===== src/osmg_defines.svh =====
`ifndef OSMG_DEFINES_SVH
`define OSMG_DEFINES_SVH

// Register offsets on the byte-wide register port.
`define OSMG_ADDR_LINE_OVERLOAD_STATUS 8'h43
`define OSMG_ADDR_MONITOR_RECEIVE_GAIN 8'h44
`define OSMG_ADDR_MONITOR_TRANSMIT_GAIN 8'h45

// Reset values of the three registers.
`define OSMG_RST_LINE_OVERLOAD_STATUS 8'h00
`define OSMG_RST_MONITOR_RECEIVE_GAIN 8'h00
`define OSMG_RST_MONITOR_TRANSMIT_GAIN 8'h00

// Field positions in the overload status register.
`define OSMG_BIT_SELF_CLEARING_RX_OVERLOAD 2
`define OSMG_BIT_FEED_OVERLOAD 0

// Feed overload trip thresholds in mA.
`define OSMG_FEED_TRIP_HIGH_MA 8'ha0
`define OSMG_FEED_TRIP_LOW_MA 8'h3c

// Unity monitor gain code, used while the alternate map is not selected.
`define OSMG_GAIN_UNITY 8'h40
// Right shift that turns a gain product back to sample scale (0x40 is 0 dB).
`define OSMG_GAIN_SHIFT 6

// Timing: clock period, tick period and the derived tick divider count.
`define OSMG_CLK_PERIOD_NS 5
`define OSMG_TICK_NS 1000
`define OSMG_TICK_CYCLES (`OSMG_TICK_NS / `OSMG_CLK_PERIOD_NS)
// Ticks a feed overload must persist before the flag is set.
`define OSMG_FEED_QUAL_TICKS 4'h2

`endif


===== src/osmg_pkg.sv =====
package osmg_pkg;

    typedef logic [7:0] osmg_byte_t;
    typedef logic signed [15:0] osmg_sample_t;
    typedef logic signed [18:0] osmg_scaled_t;

    // Feed overload detector states.
    typedef enum logic [1:0] {
        OSMG_FEED_IDLE = 2'b00,
        OSMG_FEED_QUAL = 2'b01,
        OSMG_FEED_TRIP = 2'b10
    } osmg_feed_state_t;

    // Clamps a wide sum into the monitor sample range.
    function automatic osmg_sample_t osmg_saturate(input logic signed [19:0] value);
        if (value > 20'sh07fff) begin
            osmg_saturate = 16'sh7fff;
        end else if (value < -20'sh08000) begin
            osmg_saturate = -16'sh8000;
        end else begin
            osmg_saturate = value[15:0];
        end
    endfunction : osmg_saturate

endpackage : osmg_pkg


===== src/osmg_regs.sv =====
// Decided for this implementation: the strobed register port.
`timescale 1ns/10ps
`include "osmg_defines.svh"

module osmg_regs (
    input wire logic MCLK,
    input wire logic RST_N,
    input wire osmg_pkg::osmg_byte_t REG_ADDR,
    input wire osmg_pkg::osmg_byte_t REG_WDATA,
    input wire logic REG_WR,
    input wire logic REG_RD,
    output osmg_pkg::osmg_byte_t REG_RDATA,
    input wire logic RX_OVERLOAD_LEVEL,
    input wire logic OFFHOOK_MASK,
    input wire osmg_pkg::osmg_byte_t LINE_CURRENT_MA,
    input wire logic CURRENT_LIMIT_SELECT,
    input wire logic OVERLOAD_PROTECT_ENABLE,
    input wire logic OVERLOAD_PROTECT_WR,
    input wire logic ALT_MAP_SELECT,
    input wire osmg_pkg::osmg_sample_t RX_SAMPLE,
    input wire osmg_pkg::osmg_sample_t TX_SAMPLE,
    input wire logic SAMPLE_VALID,
    output osmg_pkg::osmg_sample_t CALL_PROGRESS_MONITOR_OUTPUT,
    output logic MONITOR_VALID,
    output logic SELF_CLEARING_RX_OVERLOAD_FLAG,
    output logic FEED_OVERLOAD_FLAG
);
    import osmg_pkg::*;

    // Cycles per tick of the slow enable; the feed qualifier counts in these ticks.
    localparam int TICK_CYCLES = `OSMG_TICK_CYCLES;

    // Address match shared by both write decodes, so both write selects are spelled one way.
    function automatic logic addr_hit(input osmg_byte_t addr, input osmg_byte_t offset);
        addr_hit = (addr == offset);
    endfunction : addr_hit

    // Gain actually applied to a path: the stored code inside the alternate map, unity outside.
    // Holding the stored code lets software load the gains before it sets the map select.
    function automatic osmg_byte_t eff_gain(input logic alt_map, input osmg_byte_t code);
        if (alt_map) begin
            eff_gain = code;
        end else begin
            eff_gain = `OSMG_GAIN_UNITY;
        end
    endfunction : eff_gain

    // Reset release, synchroniser and tick divider state.
    logic rst_sync1_q;
    logic rst_n_q;
    logic rx_level_sync;
    logic tick_q;
    logic [7:0] tick_cnt_q;

    // Stored gain codes and the codes actually applied to each path.
    osmg_byte_t monitor_rx_gain_code_q;
    osmg_byte_t monitor_tx_gain_code_q;
    osmg_byte_t rx_gain_eff;
    osmg_byte_t tx_gain_eff;

    // Flags and the feed overload detector.
    logic self_clearing_rx_overload_flag_q;
    logic feed_overload_flag_q;
    osmg_feed_state_t feed_state_q;
    osmg_feed_state_t feed_state_d;
    logic [3:0] feed_qual_q;
    logic [3:0] feed_qual_d;
    logic feed_trip_event;
    osmg_byte_t feed_threshold;
    logic feed_over;

    // Register port decode, read path and the monitor mix.
    logic wr_rx_gain;
    logic wr_tx_gain;
    osmg_scaled_t rx_scaled;
    osmg_scaled_t tx_scaled;
    logic scaled_valid_q;
    osmg_sample_t monitor_q;
    logic monitor_valid_q;
    osmg_byte_t rdata_q;
    osmg_byte_t status_view;

    // Reset is applied at once but released through two flops to avoid a ragged release.
    // Every other process in this block resets from rst_n_q, never from the raw pin.
    // The release therefore reaches all flops on the same edge, two edges after the pin rises.
    // A short glitch on the pin still resets everything at once.
    always_ff @(posedge MCLK or negedge RST_N) begin
        if (!RST_N) begin
            rst_sync1_q <= 1'b0;
            rst_n_q <= 1'b0;
        end else begin
            rst_sync1_q <= 1'b1;
            rst_n_q <= rst_sync1_q;
        end
    end

    // The receive level indicator comes from the analog side, so it is synchronised first.
    // Only the level needs this; every other input is produced on MCLK.
    // The two-flop delay adds to the flag latency, so the flag trails the pin by three edges.
    // Its reset comes from the synchronised copy like every flop outside the reset synchroniser.
    osmg_sync u_rx_level_sync (
        .clk(MCLK),
        .rst_n(rst_n_q),
        .async_in(RX_OVERLOAD_LEVEL),
        .sync_out(rx_level_sync)
    );

    // Divider giving a one-cycle tick every microsecond for the feed qualifier.
    // A single enable pulse stands in for a slower clock, so the whole block stays on MCLK.
    // The divider free-runs from reset, so the first tick after an overload may come
    // anywhere from one to 200 cycles later; the qualifier allows for that spread.
    // The compare value is cut to the counter width on purpose; it fits in eight bits.
    always_ff @(posedge MCLK or negedge rst_n_q) begin
        if (!rst_n_q) begin
            tick_cnt_q <= 8'h00;
            tick_q <= 1'b0;
        end else if (tick_cnt_q == 8'(TICK_CYCLES - 1)) begin
            tick_cnt_q <= 8'h00;
            tick_q <= 1'b1;
        end else begin
            tick_cnt_q <= tick_cnt_q + 8'h01;
            tick_q <= 1'b0;
        end
    end

    // Self-clearing receive overload flag follows the level, gated by the off-hook mask.
    // Billing-tone enable deliberately plays no part here, unlike the sticky variant.
    // The mask is a same-clock level, so it acts one edge after it changes, while the
    // receive level pin acts three edges late because of the synchroniser.
    // Nothing here latches: once the level falls the flag falls with it.
    always_ff @(posedge MCLK or negedge rst_n_q) begin
        if (!rst_n_q) begin
            self_clearing_rx_overload_flag_q <= 1'b0;
        end else begin
            self_clearing_rx_overload_flag_q <= rx_level_sync & ~OFFHOOK_MASK;
        end
    end

    // Trip level depends on the current-limit select.
    // The comparison is inclusive: a current equal to the threshold counts as overload.
    // A disabled detector sees no overload at all, so it can neither trip nor hold the flag.
    assign feed_threshold = CURRENT_LIMIT_SELECT ? `OSMG_FEED_TRIP_LOW_MA : `OSMG_FEED_TRIP_HIGH_MA;
    assign feed_over = OVERLOAD_PROTECT_ENABLE && (LINE_CURRENT_MA >= feed_threshold);

    // Feed detector state register.
    // Count and state move together, so the count always starts from entry into qualifying.
    always_ff @(posedge MCLK or negedge rst_n_q) begin
        if (!rst_n_q) begin
            feed_state_q <= OSMG_FEED_IDLE;
            feed_qual_q <= 4'h0;
        end else begin
            feed_state_q <= feed_state_d;
            feed_qual_q <= feed_qual_d;
        end
    end

    // The qualifier rejects single-sample spikes; a persistent excess trips the flag.
    // Dropping out of qualifying restarts the count, so two ticks of unbroken excess are
    // needed; a noisy line therefore trips a little later than a clean one.
    always_comb begin
        feed_state_d = feed_state_q;
        feed_qual_d = feed_qual_q;
        feed_trip_event = 1'b0;
        case (feed_state_q)
            OSMG_FEED_IDLE: begin
                // Waiting for the condition; the count is held at zero here.
                feed_qual_d = 4'h0;
                if (feed_over) begin
                    feed_state_d = OSMG_FEED_QUAL;
                end
            end
            OSMG_FEED_QUAL: begin
                // Counting ticks while the condition holds without a break.
                if (!feed_over) begin
                    feed_state_d = OSMG_FEED_IDLE;
                end else if (tick_q) begin
                    if (feed_qual_q == `OSMG_FEED_QUAL_TICKS - 4'h1) begin
                        feed_state_d = OSMG_FEED_TRIP;
                        feed_trip_event = 1'b1;
                    end else begin
                        feed_qual_d = feed_qual_q + 4'h1;
                    end
                end
            end
            OSMG_FEED_TRIP: begin
                // Keeps asserting while the overload persists so a clear cannot hide it.
                feed_trip_event = feed_over;
                if (!feed_over) begin
                    feed_state_d = OSMG_FEED_IDLE;
                end
            end
            default: begin
                // Unused code: recover to idle rather than hang.
                feed_state_d = OSMG_FEED_IDLE;
            end
        endcase
    end

    // Sticky feed flag; a trip in the same cycle as the clearing write wins.
    // The trade-off: a clear issued while the overload persists is lost, and software
    // must clear again once the line has recovered. That keeps a live fault visible.
    // Software learns of the trip only by reading; there is no interrupt.
    always_ff @(posedge MCLK or negedge rst_n_q) begin
        if (!rst_n_q) begin
            feed_overload_flag_q <= 1'b0;
        end else if (feed_trip_event) begin
            feed_overload_flag_q <= 1'b1;
        end else if (OVERLOAD_PROTECT_WR) begin
            feed_overload_flag_q <= 1'b0;
        end
    end

    // Write decode; the status register has no write path at all.
    // Writes to unmapped offsets fall through and change nothing.
    // A write and a read never share a cycle, so no priority is needed here.
    assign wr_rx_gain = REG_WR && addr_hit(REG_ADDR, `OSMG_ADDR_MONITOR_RECEIVE_GAIN);
    assign wr_tx_gain = REG_WR && addr_hit(REG_ADDR, `OSMG_ADDR_MONITOR_TRANSMIT_GAIN);

    // Receive monitor gain register.
    // Written whatever the map select, so software may stage a code in advance.
    always_ff @(posedge MCLK or negedge rst_n_q) begin
        if (!rst_n_q) begin
            monitor_rx_gain_code_q <= `OSMG_RST_MONITOR_RECEIVE_GAIN;
        end else if (wr_rx_gain) begin
            monitor_rx_gain_code_q <= REG_WDATA;
        end
    end

    // Transmit monitor gain register.
    // Same staging rule as the receive code.
    always_ff @(posedge MCLK or negedge rst_n_q) begin
        if (!rst_n_q) begin
            monitor_tx_gain_code_q <= `OSMG_RST_MONITOR_TRANSMIT_GAIN;
        end else if (wr_tx_gain) begin
            monitor_tx_gain_code_q <= REG_WDATA;
        end
    end

    // Outside the alternate map the codes are held but the monitor runs at unity,
    // so a half-configured map never mutes the speaker by surprise.
    // The select is sampled at multiply time, so a change acts on the next sample.
    assign rx_gain_eff = eff_gain(ALT_MAP_SELECT, monitor_rx_gain_code_q);
    assign tx_gain_eff = eff_gain(ALT_MAP_SELECT, monitor_tx_gain_code_q);

    // Receive path scaler: linear, zero code gives zero output.
    // Its output register adds one cycle; the mix below adds the second.
    osmg_gain_scale u_rx_scale (
        .clk(MCLK),
        .rst_n(rst_n_q),
        .in_valid(SAMPLE_VALID),
        .sample(RX_SAMPLE),
        .gain_code(rx_gain_eff),
        .scaled(rx_scaled)
    );

    // Transmit path scaler, same law as the receive one.
    // Both scalers share one valid, so the two paths stay aligned sample for sample.
    osmg_gain_scale u_tx_scale (
        .clk(MCLK),
        .rst_n(rst_n_q),
        .in_valid(SAMPLE_VALID),
        .sample(TX_SAMPLE),
        .gain_code(tx_gain_eff),
        .scaled(tx_scaled)
    );

    // Sum both paths and clamp; +6 dB on both can exceed full scale, hence saturation.
    // Saturating costs a comparator but avoids a loud wrap on the speaker.
    // Each path is widened before adding so the sum itself cannot wrap.
    // The output holds its last value between samples, which keeps the tone steady.
    always_ff @(posedge MCLK or negedge rst_n_q) begin
        if (!rst_n_q) begin
            scaled_valid_q <= 1'b0;
            monitor_q <= '0;
            monitor_valid_q <= 1'b0;
        end else begin
            scaled_valid_q <= SAMPLE_VALID;
            monitor_valid_q <= scaled_valid_q;
            if (scaled_valid_q) begin
                monitor_q <= osmg_saturate(20'(rx_scaled) + 20'(tx_scaled));
            end
        end
    end

    // Status view: reserved bits are constant zero.
    // Bit 1 sits between the flags and is reserved like the upper five.
    // The positions come from the shared defines, so every reader agrees on them.
    // Flags are read live; a read never clears either of them.
    always_comb begin
        status_view = 8'h00;
        status_view[`OSMG_BIT_SELF_CLEARING_RX_OVERLOAD] = self_clearing_rx_overload_flag_q;
        status_view[`OSMG_BIT_FEED_OVERLOAD] = feed_overload_flag_q;
    end

    // Read data is registered and stands only in the cycle after the strobe.
    // Driving zero outside the answer cycle keeps a stale value from looking like a read.
    always_ff @(posedge MCLK or negedge rst_n_q) begin
        if (!rst_n_q) begin
            rdata_q <= 8'h00;
        end else if (REG_RD) begin
            case (REG_ADDR)
                `OSMG_ADDR_LINE_OVERLOAD_STATUS: begin
                    // The two flags with zeros around them.
                    rdata_q <= status_view;
                end
                `OSMG_ADDR_MONITOR_RECEIVE_GAIN: begin
                    // The stored code is returned even outside the alternate map.
                    rdata_q <= monitor_rx_gain_code_q;
                end
                `OSMG_ADDR_MONITOR_TRANSMIT_GAIN: begin
                    // Same as the receive code.
                    rdata_q <= monitor_tx_gain_code_q;
                end
                default: begin
                    // Unmapped offsets read as zero.
                    rdata_q <= 8'h00;
                end
            endcase
        end else begin
            rdata_q <= 8'h00;
        end
    end

    // Outputs come straight from flops; nothing combinational reaches a pin.
    // MONITOR_VALID marks the one cycle in which a fresh mix appears.
    assign REG_RDATA = rdata_q;
    assign CALL_PROGRESS_MONITOR_OUTPUT = monitor_q;
    assign MONITOR_VALID = monitor_valid_q;
    assign SELF_CLEARING_RX_OVERLOAD_FLAG = self_clearing_rx_overload_flag_q;
    assign FEED_OVERLOAD_FLAG = feed_overload_flag_q;

endmodule : osmg_regs


===== src/osmg_sync.sv =====
`timescale 1ns/10ps

module osmg_sync (
    input wire logic clk,
    input wire logic rst_n,
    input wire logic async_in,
    output logic sync_out
);

    logic stage1_q;

    // Two flops; only the second stage is read so metastability stays contained.
    always_ff @(posedge clk or negedge rst_n) begin
        if (!rst_n) begin
            stage1_q <= 1'b0;
            sync_out <= 1'b0;
        end else begin
            stage1_q <= async_in;
            sync_out <= stage1_q;
        end
    end

endmodule : osmg_sync


===== src/osmg_gain_scale.sv =====
`timescale 1ns/10ps
`include "osmg_defines.svh"

module osmg_gain_scale (
    input wire logic clk,
    input wire logic rst_n,
    input wire logic in_valid,
    input wire osmg_pkg::osmg_sample_t sample,
    input wire osmg_pkg::osmg_byte_t gain_code,
    output osmg_pkg::osmg_scaled_t scaled
);
    import osmg_pkg::*;

    logic signed [24:0] product;
    logic signed [24:0] shifted;

    // Linear in amplitude: code 0x40 is unity, so a zero code gives exact silence.
    assign product = sample * $signed({1'b0, gain_code});
    assign shifted = product >>> `OSMG_GAIN_SHIFT;

    // One register stage keeps the multiplier off the summing path.
    always_ff @(posedge clk or negedge rst_n) begin
        if (!rst_n) begin
            scaled <= '0;
        end else if (in_valid) begin
            scaled <= shifted[18:0];
        end
    end

endmodule : osmg_gain_scale


===== config.mk =====
export PLATFORM = sky130hd
export DESIGN_NAME = osmg_regs
export DESIGN_NICKNAME = d
export VERILOG_FILES = /design/src/osmg_pkg.sv /design/src/osmg_regs.sv /design/src/osmg_sync.sv /design/src/osmg_gain_scale.sv
export VERILOG_INCLUDE_DIRS = /design/src
export SDC_FILE = /design/constraint.sdc
export NUM_CORES = 1
export LEC_CHECK = 0
export BUFFER_PORTS_ARGS = -buffer_cell sky130_fd_sc_hd__buf_2
export CAP_MARGIN = 10
export CORE_MARGIN = 1
export CORE_UTILIZATION = 29
export DETAILED_ROUTE_END_ITERATION = 6
export PLACE_DENSITY = 0.54
export SETUP_SLACK_MARGIN = 0.05
export SLEW_MARGIN = 20
export SYNTH_ARGS = -nofsm -noshare
export SYNTH_HDL_FRONTEND = slang
export SYNTH_HIERARCHICAL = 1
export SYNTH_SLANG_ARGS = --single-unit
export TNS_END_PERCENT = 10

===== constraint.sdc =====
create_clock -name MCLK -period 4.3 [get_ports MCLK]
set_input_delay 0.43 -clock MCLK [delete_from_list [all_inputs] [get_ports MCLK]]
set_output_delay 0.43 -clock MCLK [all_outputs]
set_load 0.1 [all_outputs]

# Word-level counts from Yosys, hierarchy flattened
# Index checks and enable logic that the tools add are counted.
# word_totals
memories	0
latch_bits	0
rom_bits	0
mem_bits_rw	0
regBits	101
out_inout_bits	27
# op_classes
shift	0
n_mux	25
order_cmp	3
multipliers	2
n_eq_ne	14
bitwise_logic	2
reduce_logical	8
n_addsub	3
div	0
# op_table
cell	n
multiplier 16 x 9 -> 25 bit	2
two-way mux 8 bit	5
two-way mux 16 bit	2
equality test 8 x 7 -> 1 bit (second input constant)	3
one-hot mux 8 bit (3 select lines)	1
adder 19 x 19 -> 20 bit	1
> comparator 20 x 16 -> 1 bit (second input constant)	1
< comparator 20 x 16 -> 1 bit (second input constant)	1
two-way mux 4 bit	3
two-way mux 2 bit	5
!= test 2 bit (second input constant)	5
adder 8 x 1 -> 8 bit (second input constant)	1
equality test 8 bit (second input constant)	1
>= comparator 8 bit	1
one-hot mux 4 bit (2 select lines)	1
AND reduction 4 bit	2
two-way mux 1 bit	6
!= test 3 bit (second input constant)	2
one-hot mux 2 bit (3 select lines)	1
adder 4 x 1 -> 4 bit (second input constant)	1
equality test 4 x 1 -> 1 bit (second input constant)	1
nonzero test 2 bit	2
logical AND 1 bit	3
equality test 2 x 1 -> 1 bit (second input constant)	1
other kinds (5)	5

# Depth between registers and ports, before layout
# Gate-level depths: netlist of the first run.
# logic_depth
depth_word	6
ltp_mapped	20

# By module
# Netlist of the first run, hierarchy kept.
# by_module_without_submodules
mod	area_each_um2	n_inst	cells_each	seq_area_each_um2
osmg_gain_scale (u_tx_scale)	5406.4	1	616	475.5
osmg_gain_scale (u_rx_scale)	5400.2	1	620	475.5
osmg_regs	4286.6	1	456	1526.5
osmg_sync	50.0	1	2	50.0

# Worst setup path after synthesis of the first run
# OpenSTA, ideal clock, no wires.
# synth_path
path_type	input to register
start	input port ALT_MAP_SELECT
end	register u_tx_scale.scaled[18]
arrival_ns	5.165
t_required_ns	4.218
setup_slack_ns	-0.947
setup_ns	0.082
cell_stages	18
cell_sequence	clkbuf_1 and2_1 clkbuf_1 nand2_1 fa_1 inv_1 fa_1 inv_1 fa_1 fa_1 inv_1 ha_1 a21oi_1 inv_1 a21oi_1 a21boi_0 or4_1 a31oi_1
# synth_between
elab_chain_len	2
# synth_rtl
element	line	rtl
from (decl)	osmg_regs.sv:19	input wire logic ALT_MAP_SELECT,
two-way mux 8 bit	osmg_regs.sv:41	if (alt_map) begin
via tx_gain_eff[2]	osmg_regs.sv:59	osmg_byte_t tx_gain_eff;
multiplier 16 x 9 -> 25 bit	osmg_gain_scale.sv:18	assign product = sample * $signed({1'b0, gain_code});
to (signal assigned)	osmg_gain_scale.sv:26	scaled <= shifted[18:0];
to (decl)	osmg_gain_scale.sv:10	output osmg_pkg::osmg_scaled_t scaled
# The timed path passes the listed nets, and every way through them passes these cells.
# A chain may end at the register's enable or synchronous reset.

# Worst setup path in the final report of the first run
# layout_path
start	register monitor_rx_gain_code_q[5]
end	register u_rx_scale.scaled[18]
# layout_between
elab_chain_len	2
# layout_rtl
element	line	rtl
from (decl)	osmg_regs.sv:56	osmg_byte_t monitor_rx_gain_code_q;
from (signal assigned)	osmg_regs.sv:223	monitor_rx_gain_code_q <= `OSMG_RST_MONITOR_RECEIVE_GAIN;
two-way mux 8 bit	osmg_regs.sv:41	
via rx_gain_eff[5]	osmg_regs.sv:58	osmg_byte_t rx_gain_eff;
multiplier 16 x 9 -> 25 bit	osmg_gain_scale.sv:18	
to (signal assigned)	osmg_gain_scale.sv:26	
to (decl)	osmg_gain_scale.sv:10	
# The timed path passes the listed nets, and every way through them passes these cells.

==> results of run 1 <==
[state kept, by name, summed over array words and instances, names as in the netlist]
register and count:
CALL_PROGRESS_MONITOR_OUTPUT 16, FEED_OVERLOAD_FLAG 1, MONITOR_VALID 1, REG_RDATA 8, SELF_CLEARING_RX_OVERLOAD_FLAG 1, feed_qual_q 4, feed_state_q 2, monitor_rx_gain_code_q 8
monitor_tx_gain_code_q 8, rst_n_q 1, rst_sync1_q 1, scaled_valid_q 1, tick_cnt_q 8, tick_q 1, u_rx_level_sync/stage1_q 1, u_rx_level_sync/sync_out 1
u_rx_scale/scaled 19, u_tx_scale/scaled 19
[logic make-up (layout without fill, tap and decap cells)]
logic type,Yosys count,in the layout,share of synthesized area
muxes,46,46,0.0335
other,1,2,0.000248
xor gates and xnor gates,52,52,0.0301
and+or+nand+nor,541,547,0.189
AOI/OAI and AO/OA,252,252,0.117
DFF,101,101,0.167
adders and majority gates,324,324,0.368
buffers and inverters,377,685,0.0953
[synth_stat cells, drive strengths merged (14+ instances only)]
cell	instances
a21oi	66
and2	162
clkbuf	34
dfrtp	101
fa	203
ha	121
inv	330
mux2	37
nand2	156
nand2b	14
nand3	29
nor2	64
nor2b	22
nor3	29
o21ai	49
xnor2	36
xor2	16
[final timing paths]
kind	endpoint	slack (ns)	depth (start not counted)
max	u_rx_scale/scaled[18]$_DFFE_PN0P_	-0.46	17
min	u_rx_level_sync/stage1_q$_DFF_PN0_	0.16	1
max in group asynchronous	CALL_PROGRESS_MONITOR_OUTPUT[1]$_DFFE_PN0P_	3.07	2
min in group asynchronous	REG_RDATA[7]$_DFF_PN0_	0.24	0
min reg2reg	REG_RDATA[7]$_DFF_PN0_	0.24	0
max reg2reg	u_rx_scale/scaled[18]$_DFFE_PN0P_	-0.46	17
[power breakdown]
group          switching (W)  internal, W  total [W]
Clock               0.000413     0.000408   0.000821
Sequential          0.000122      0.00109    0.00122
Combinational        0.00168     0.000984    0.00266
Total                0.00221      0.00249    0.00470
[layer usage]
metal	up-vias	wire length, um	global-route usage
met2	182	18700	0.255
met4	4	378	0.0230
met1	6256	17900	0.200
met5	-	23	0
met3	27	1280	0.0203
li1	6133	-	-
[final cells by class]
class,instances,area [um^2]
well taps,680,851
flip-flops and latches,101,2540
fillers,5176,32000
diodes,1,2.50
inverters,331,1240
clock buffers,9,225
multi-input cells,1222,12000
repair buffers,338,2470
clock inverters,7,72.6
[critical path, stage by stage (launching register included)]
cell and delay [ns]:
dfrtp_1 0.38, and2_4 0.22, buf_8 0.14, buf_6 0.11, nand2_2 0.05, fa_2 0.62, inv_2 0.06, fa_1 0.47
fa_1 0.49, inv_1 0.05, fa_1 0.49, inv_2 0.05, ha_4 0.26, inv_1 0.04, or4_1 0.49, o32a_1 0.33
and4_4 0.15, a221o_1 0.25
[timing repair]
action                     CTS  global route
buffers inserted            20            13
resized for setup           94            61
hold endpoints to repair     2             0
setup endpoints to repair   36            38
pin swaps                   98            28
cloned                       0             6
hold buffers                 1             0
[per-stage QoR]
step,hold slack [ns],setup slack (ns)
final,0.164,-0.456
after global routing,0.152,-0.637
after CTS,0.149,-0.501
after detailed placement,0.217,-0.901
after global placement,0.214,-0.849
after floorplan,0.134,-0.531
==> impl_results.md, run 1 <==
* Critical path launch point: monitor_rx_gain_code_q[5]$_DFFE_PN0P_
* Initial core utilization at 0.295
* Placer's final routability congestion estimate at 0.857
* Dominant cell type by area after synthesis: fa_1
* Largest cells by area after synthesis: fa_1, dfrtp_1, ha_1
* Maximum frequency from static timing analysis at 0.210 GHz
* Violations in the final reports: setup timing
* Area enclosed by the die boundary at 0.0531 mm^2
* Placement-stage cell area at 0.0181 mm^2
* Endpoints failing hold at 0
* Remaining max-slew budget at the tightest pin at 0.501
* Peak fanout along the critical path at 6
* Via/cell ratio at 4.69
* Combined global-route utilization of all metal layers at 0.148
* EDFF count, synth at 0
* Number of instances in the synthesized netlist at 1694
* Die span in x at 231 um
* Post-synth net total at 2085
* Power per standard cell area at 242 mW/mm^2
* Seq/Total Area, Yosys at 0.167
* Placed insts at 2631
* Number of library cell types mapped by synthesis at 84
* Flip-flop and latch count after synthesis at 101
* Antenna Violating Nets Remaining at 0
* Leading cell type in the layout, fill and taps excluded: inv_1
* Total DRC errors in the routed layout at 0
* Final Instance Count excl. Fillers at 2689
* CTS tree: yes
* Kind of path behind the tightest hold check: in -> reg
* Data arrival time of the worst path at 5.01 ns
* Worst Slack Setup Final at -0.456 ns
* Std cell rows at 83
* Ratio of cells with drive above 1 in the final layout at 0.282
* Measured slew at the worst slew-check pin at 0.748 ns
* Worst setup EP type: register
* Final cell utilization of the core at 0.378
* Worst-case clock buffer depth at 2
* Average cell area after synthesis at 8.94 um^2
* Critical path launch point type: register
* Commonest cells after routing, fill and taps aside: inv_1, buf_4, fa_1
* RSZ-0062 raised after global routing: true
* Final number of setup-violating endpoints at 34
* Pins Over Slew Limit at 0
* Pin count of the biggest net entering global routing at 74
* Routed wire length at 38300 um
* Die extent in y at 231 um
* Number of nets in the final layout at 2394
* Initial antenna violation count at 4
* Placed wire-length estimate at 30900 um
* Period minus WS final at 4.76 ns
* Clock transition at the registers of the reported paths at 0.08 ns
* Sum Neg Setup Slack at -8.70 ns
* CTS sink count at 101
* Syn Std Cell Area at 0.0151 mm^2
* Worst IR drop on VDD at 0.197 mV
* Vias in the first global route at 13261
* Initial DRC count at 522
* Beginning of the worst register-to-register path: monitor_rx_gain_code_q[5]$_DFFE_PN0P_
* Final critical-path share of the clock period at 1.11
* DR pass1 iterations at 5
* Synth async-reset ratio at 1.00
* I/O pin count at 94
* Start point of the worst min-delay path: RX_OVERLOAD_LEVEL
* Clk Latency, worst-skew pair at 0.36 ns
* Number of vias after detailed routing at 12602
* Result of the run: complete, but fails checks
* Count of input and output buffers at 93
* Share of the synthesized area in the top cell type at 0.268
* Wire length of the first global-routing pass at 65100 um
* Depth of the CTS H-tree at 3
* Clock Skew at 0.00919 ns
* Worst Path Class, Setup: reg -> reg
* Overflow after GRT at 0
* Number of warning messages in the yosys log at 6
* Leak at 9.54 nW
* Max capacitance violation total at 0
* Inserted Clock Buffers at 9
* Total power draw at 0.00470 W
* Cell at the root of the clock tree: clkbuf_16
* Core box area at 0.0514 mm^2
* Avg WL per Cell at 14.2 um
* Post-route cell area at 0.0194 mm^2
* Prevailing post-synth register cell: dfrtp_1
* Relative area change from synthesis to final layout at 28.2%
* Data required time of the critical path at 4.55 ns
Power figures use the tool's default switching activity.
==> inputs of run 2 (changes only) <==
==> constraint.sdc (replaced) <==
create_clock -name MCLK -period 5.8 [get_ports MCLK]
set_input_delay 0.58 -clock MCLK [delete_from_list [all_inputs] [get_ports MCLK]]
set_output_delay 0.58 -clock MCLK [all_outputs]
set_load 0.1 [all_outputs]
==> run 2 against run 1 <==
The flow now finishes without violations. Via count down 6.6%. Sequential power down 26%. Flip-flop and latch count unchanged. Non-clock buffer count down 208. Clock power down 21%. Sequential share of layout area up 1.9 points. Worst hold slack better by 0.084 ns. Critical path depth down 1. Count of clock-buffer cells in the layout up 1. First-iteration DRC count up 28%. Critical path type is now in -> reg. Register-to-register slack better by 0.95 ns. Routed wire length down 4.0%. Largest cell class unchanged.
==> impl_results.md, run 2 (synthesized netlist as in run 1, its figures left out) <==
* Cell at the root of the clock tree: clkbuf_16
* CTS sink count at 101 (unchanged)
* Flop2flop setup slack at 0.49 ns (+0.95 ns)
* Number of vias after detailed routing at 11771 (-6.6%)
* Initial core utilization at 0.295 (unchanged)
* Vias in the first global route at 12435 (-6.2%)
* DR pass1 iterations at 7 (+2)
* Number of fillers in the final layout at 5396 (+4.3%)
* Period minus WS final at 5.36 ns
* Critical path launch point type: input pin
* Overflow after GRT at 0 (unchanged)
* Worst Slack Setup Final at 0.438 ns (+0.894 ns)
* Clk Latency, worst-skew pair at 0.36 ns (about the same)
* Worst Setup Slack post-DPL at 0.0679 ns (+0.969 ns)
* Setup repair bufs after CTS at 0 (-100%)
* Power per standard cell area at 197 mW/mm^2 (-18%)
* Kind of path behind the tightest hold check: reg -> async
* Hold slack final at 0.248 ns (+0.0843 ns)
* Placer's final routability congestion estimate at 0.845 (-1.4%)
* Core box area at 0.0514 mm^2 (unchanged)
* Antenna cells at 0 (-1)
* Final critical-path share of the clock period at 0.925
* Worst setup EP type: register
* Std cell rows at 83 (unchanged)
* Data arrival time of the worst path at 5.64 ns (+0.63 ns)
* Final cell utilization of the core at 0.328 (-0.0498)
* Initial DRC count at 669 (+28%)
* Antenna Violating Nets Remaining at 0 (unchanged)
* Final number of setup-violating endpoints at 0 (-100%)
* RSZ-0062 raised after global routing: false
* I/O pin count at 94 (unchanged)
* Avg WL per Cell at 14.9 um (+4.4%)
* Result of the run: complete, no violations
* Routed wire length at 36700 um (-4.0%)
* Number of nets in the final layout at 2180 (-8.9%)
* Via/cell ratio at 4.76 (+1.6%)
* Worst-case clock buffer depth at 2 (unchanged)
* Leak at 8.39 nW (-12%)
* Leading cell type in the layout, fill and taps excluded: inv_1
* Worst R2R Path Depth at 16 (-1)
* Worst IR drop on VDD at 0.152 mV (-23%)
* Sum Neg Setup Slack at 0 ns (+8.70 ns)
* CTS tree: yes
* Clock transition at the registers of the reported paths at 0.06 ns (-0.02 ns)
* Ratio of cells with drive above 1 in the final layout at 0.117 (-0.165)
* Pins Over Slew Limit at 0 (unchanged)
* Worst Path Class, Setup: in -> reg
* Combined global-route utilization of all metal layers at 0.144 (-0.00356)
* Inserted Clock Buffers at 9 (unchanged)
* Commonest cells after routing, fill and taps aside: inv_1, fa_1, and2_1
* Storage element area at 0.00253 mm^2 (-0.30%)
* Die span in x at 231 um (unchanged)
* Clock Skew at 0.0114 ns (+0.00218 ns)
* Area enclosed by the die boundary at 0.0531 mm^2 (unchanged)
* Count of input and output buffers at 93 (unchanged)
* Depth of the CTS H-tree at 3 (unchanged)
* Total power draw at 0.00333 W (-29%)
* Endpoints failing hold at 0 (unchanged)
* Initial antenna violation count at 3 (-1)
* Peak fanout along the critical path at 16 (+10)
* Remaining max-slew budget at the tightest pin at 0.344 (-0.157)
* Multi-input gate area in the final layout at 0.0112 mm^2 (-7.0%)
* Maximum frequency from static timing analysis at 0.186 GHz
* Die extent in y at 231 um (unchanged)
* Total DRC errors in the routed layout at 0 (unchanged)
* Relative area change from synthesis to final layout at 11.3%
* Max capacitance violation total at 0 (unchanged)
* Wire length of the first global-routing pass at 62900 um (-3.3%)
* Pin count of the biggest net entering global routing at 72 (-2.7%)
* Measured slew at the worst slew-check pin at 0.981 ns (+0.233 ns)
* Data required time of the critical path at 6.07 ns (+1.52 ns)
* Placed wire-length estimate at 30400 um (-1.8%)
-- run 2: final cells by class --
cell class	instances	share of cell area
Inverter	331	0.0737
Clock buffer	10	0.0142
Sequential cell	101	0.150
Timing Repair Buffer	130	0.0442
Clock inverter	4	0.00438
Multi-Input combinational cell	1216	0.663
Tap cell	680	0.0505
-- run 2: path summary, 6_finish.rpt --
path                                                             from                                           end
worst max-delay path                                   ALT_MAP_SELECT             u_tx_scale/scaled[18]$_DFFE_PN0P_
max in group asynchronous                           rst_n_q$_DFF_PN0_  CALL_PROGRESS_MONITOR_OUTPUT[10]$_DFFE_PN0P_
min in group MCLK                                   RX_OVERLOAD_LEVEL            u_rx_level_sync/stage1_q$_DFF_PN0_
worst min register to register                      rst_n_q$_DFF_PN0_                FEED_OVERLOAD_FLAG$_DFFE_PN0P_
worst max register to register  monitor_rx_gain_code_q[2]$_DFFE_PN0P_             u_rx_scale/scaled[18]$_DFFE_PN0P_
worst min-delay path                                rst_n_q$_DFF_PN0_                FEED_OVERLOAD_FLAG$_DFFE_PN0P_
-- run 2: repair_timing --
item / in CTS / in global routing
hold buffers: 1 / 0
endpoints found under the setup margin: 0 / 1
resized for setup: 0 / 1
hold endpoints to repair: 2 / 0
-- run 2: metrics by stage --
stage / instance area, um^2 / cells
floorplan: 15100 / 1694
global placement: 16500 / 2457
detailed placement: 16500 / 2457
CTS: 16900 / 2472
global route: 16900 / 2472
finish: 16900 / 2472
-- run 2: worst max-delay path, stage by stage --
cell	delay [ns]
buf_2	0.22
and2_1	0.59
and2_1	0.24
fa_1	0.43
fa_1	0.50
fa_1	0.56
inv_1	0.05
fa_1	0.53
inv_1	0.04
ha_1	0.36
nand4_1	0.20
nor4_1	0.09
nor3_2	0.37
a211oi_1	0.19
or4_1	0.49
a31oi_1	0.17
-- run 2: where the power goes --
part | total (W) | leakage (nW) | switching (W) | internal, W
Sequential | 0.000901 | 1.31 | 0.0000893 | 0.000812
Clock | 0.000650 | 0.154 | 0.000265 | 0.000385
Combinational | 0.00178 | 6.92 | 0.00119 | 0.000587
-- run 2: layer usage --
layer	global-route usage	part of all wire	routed length, um	up-vias
met1	0.197	0.48	17500	5873
met5	0	0.0011	41	-
met4	0.0209	0.0097	356	6
met2	0.245	0.48	17600	196
met3	0.0220	0.035	1280	28
li1	-	-	-	5668
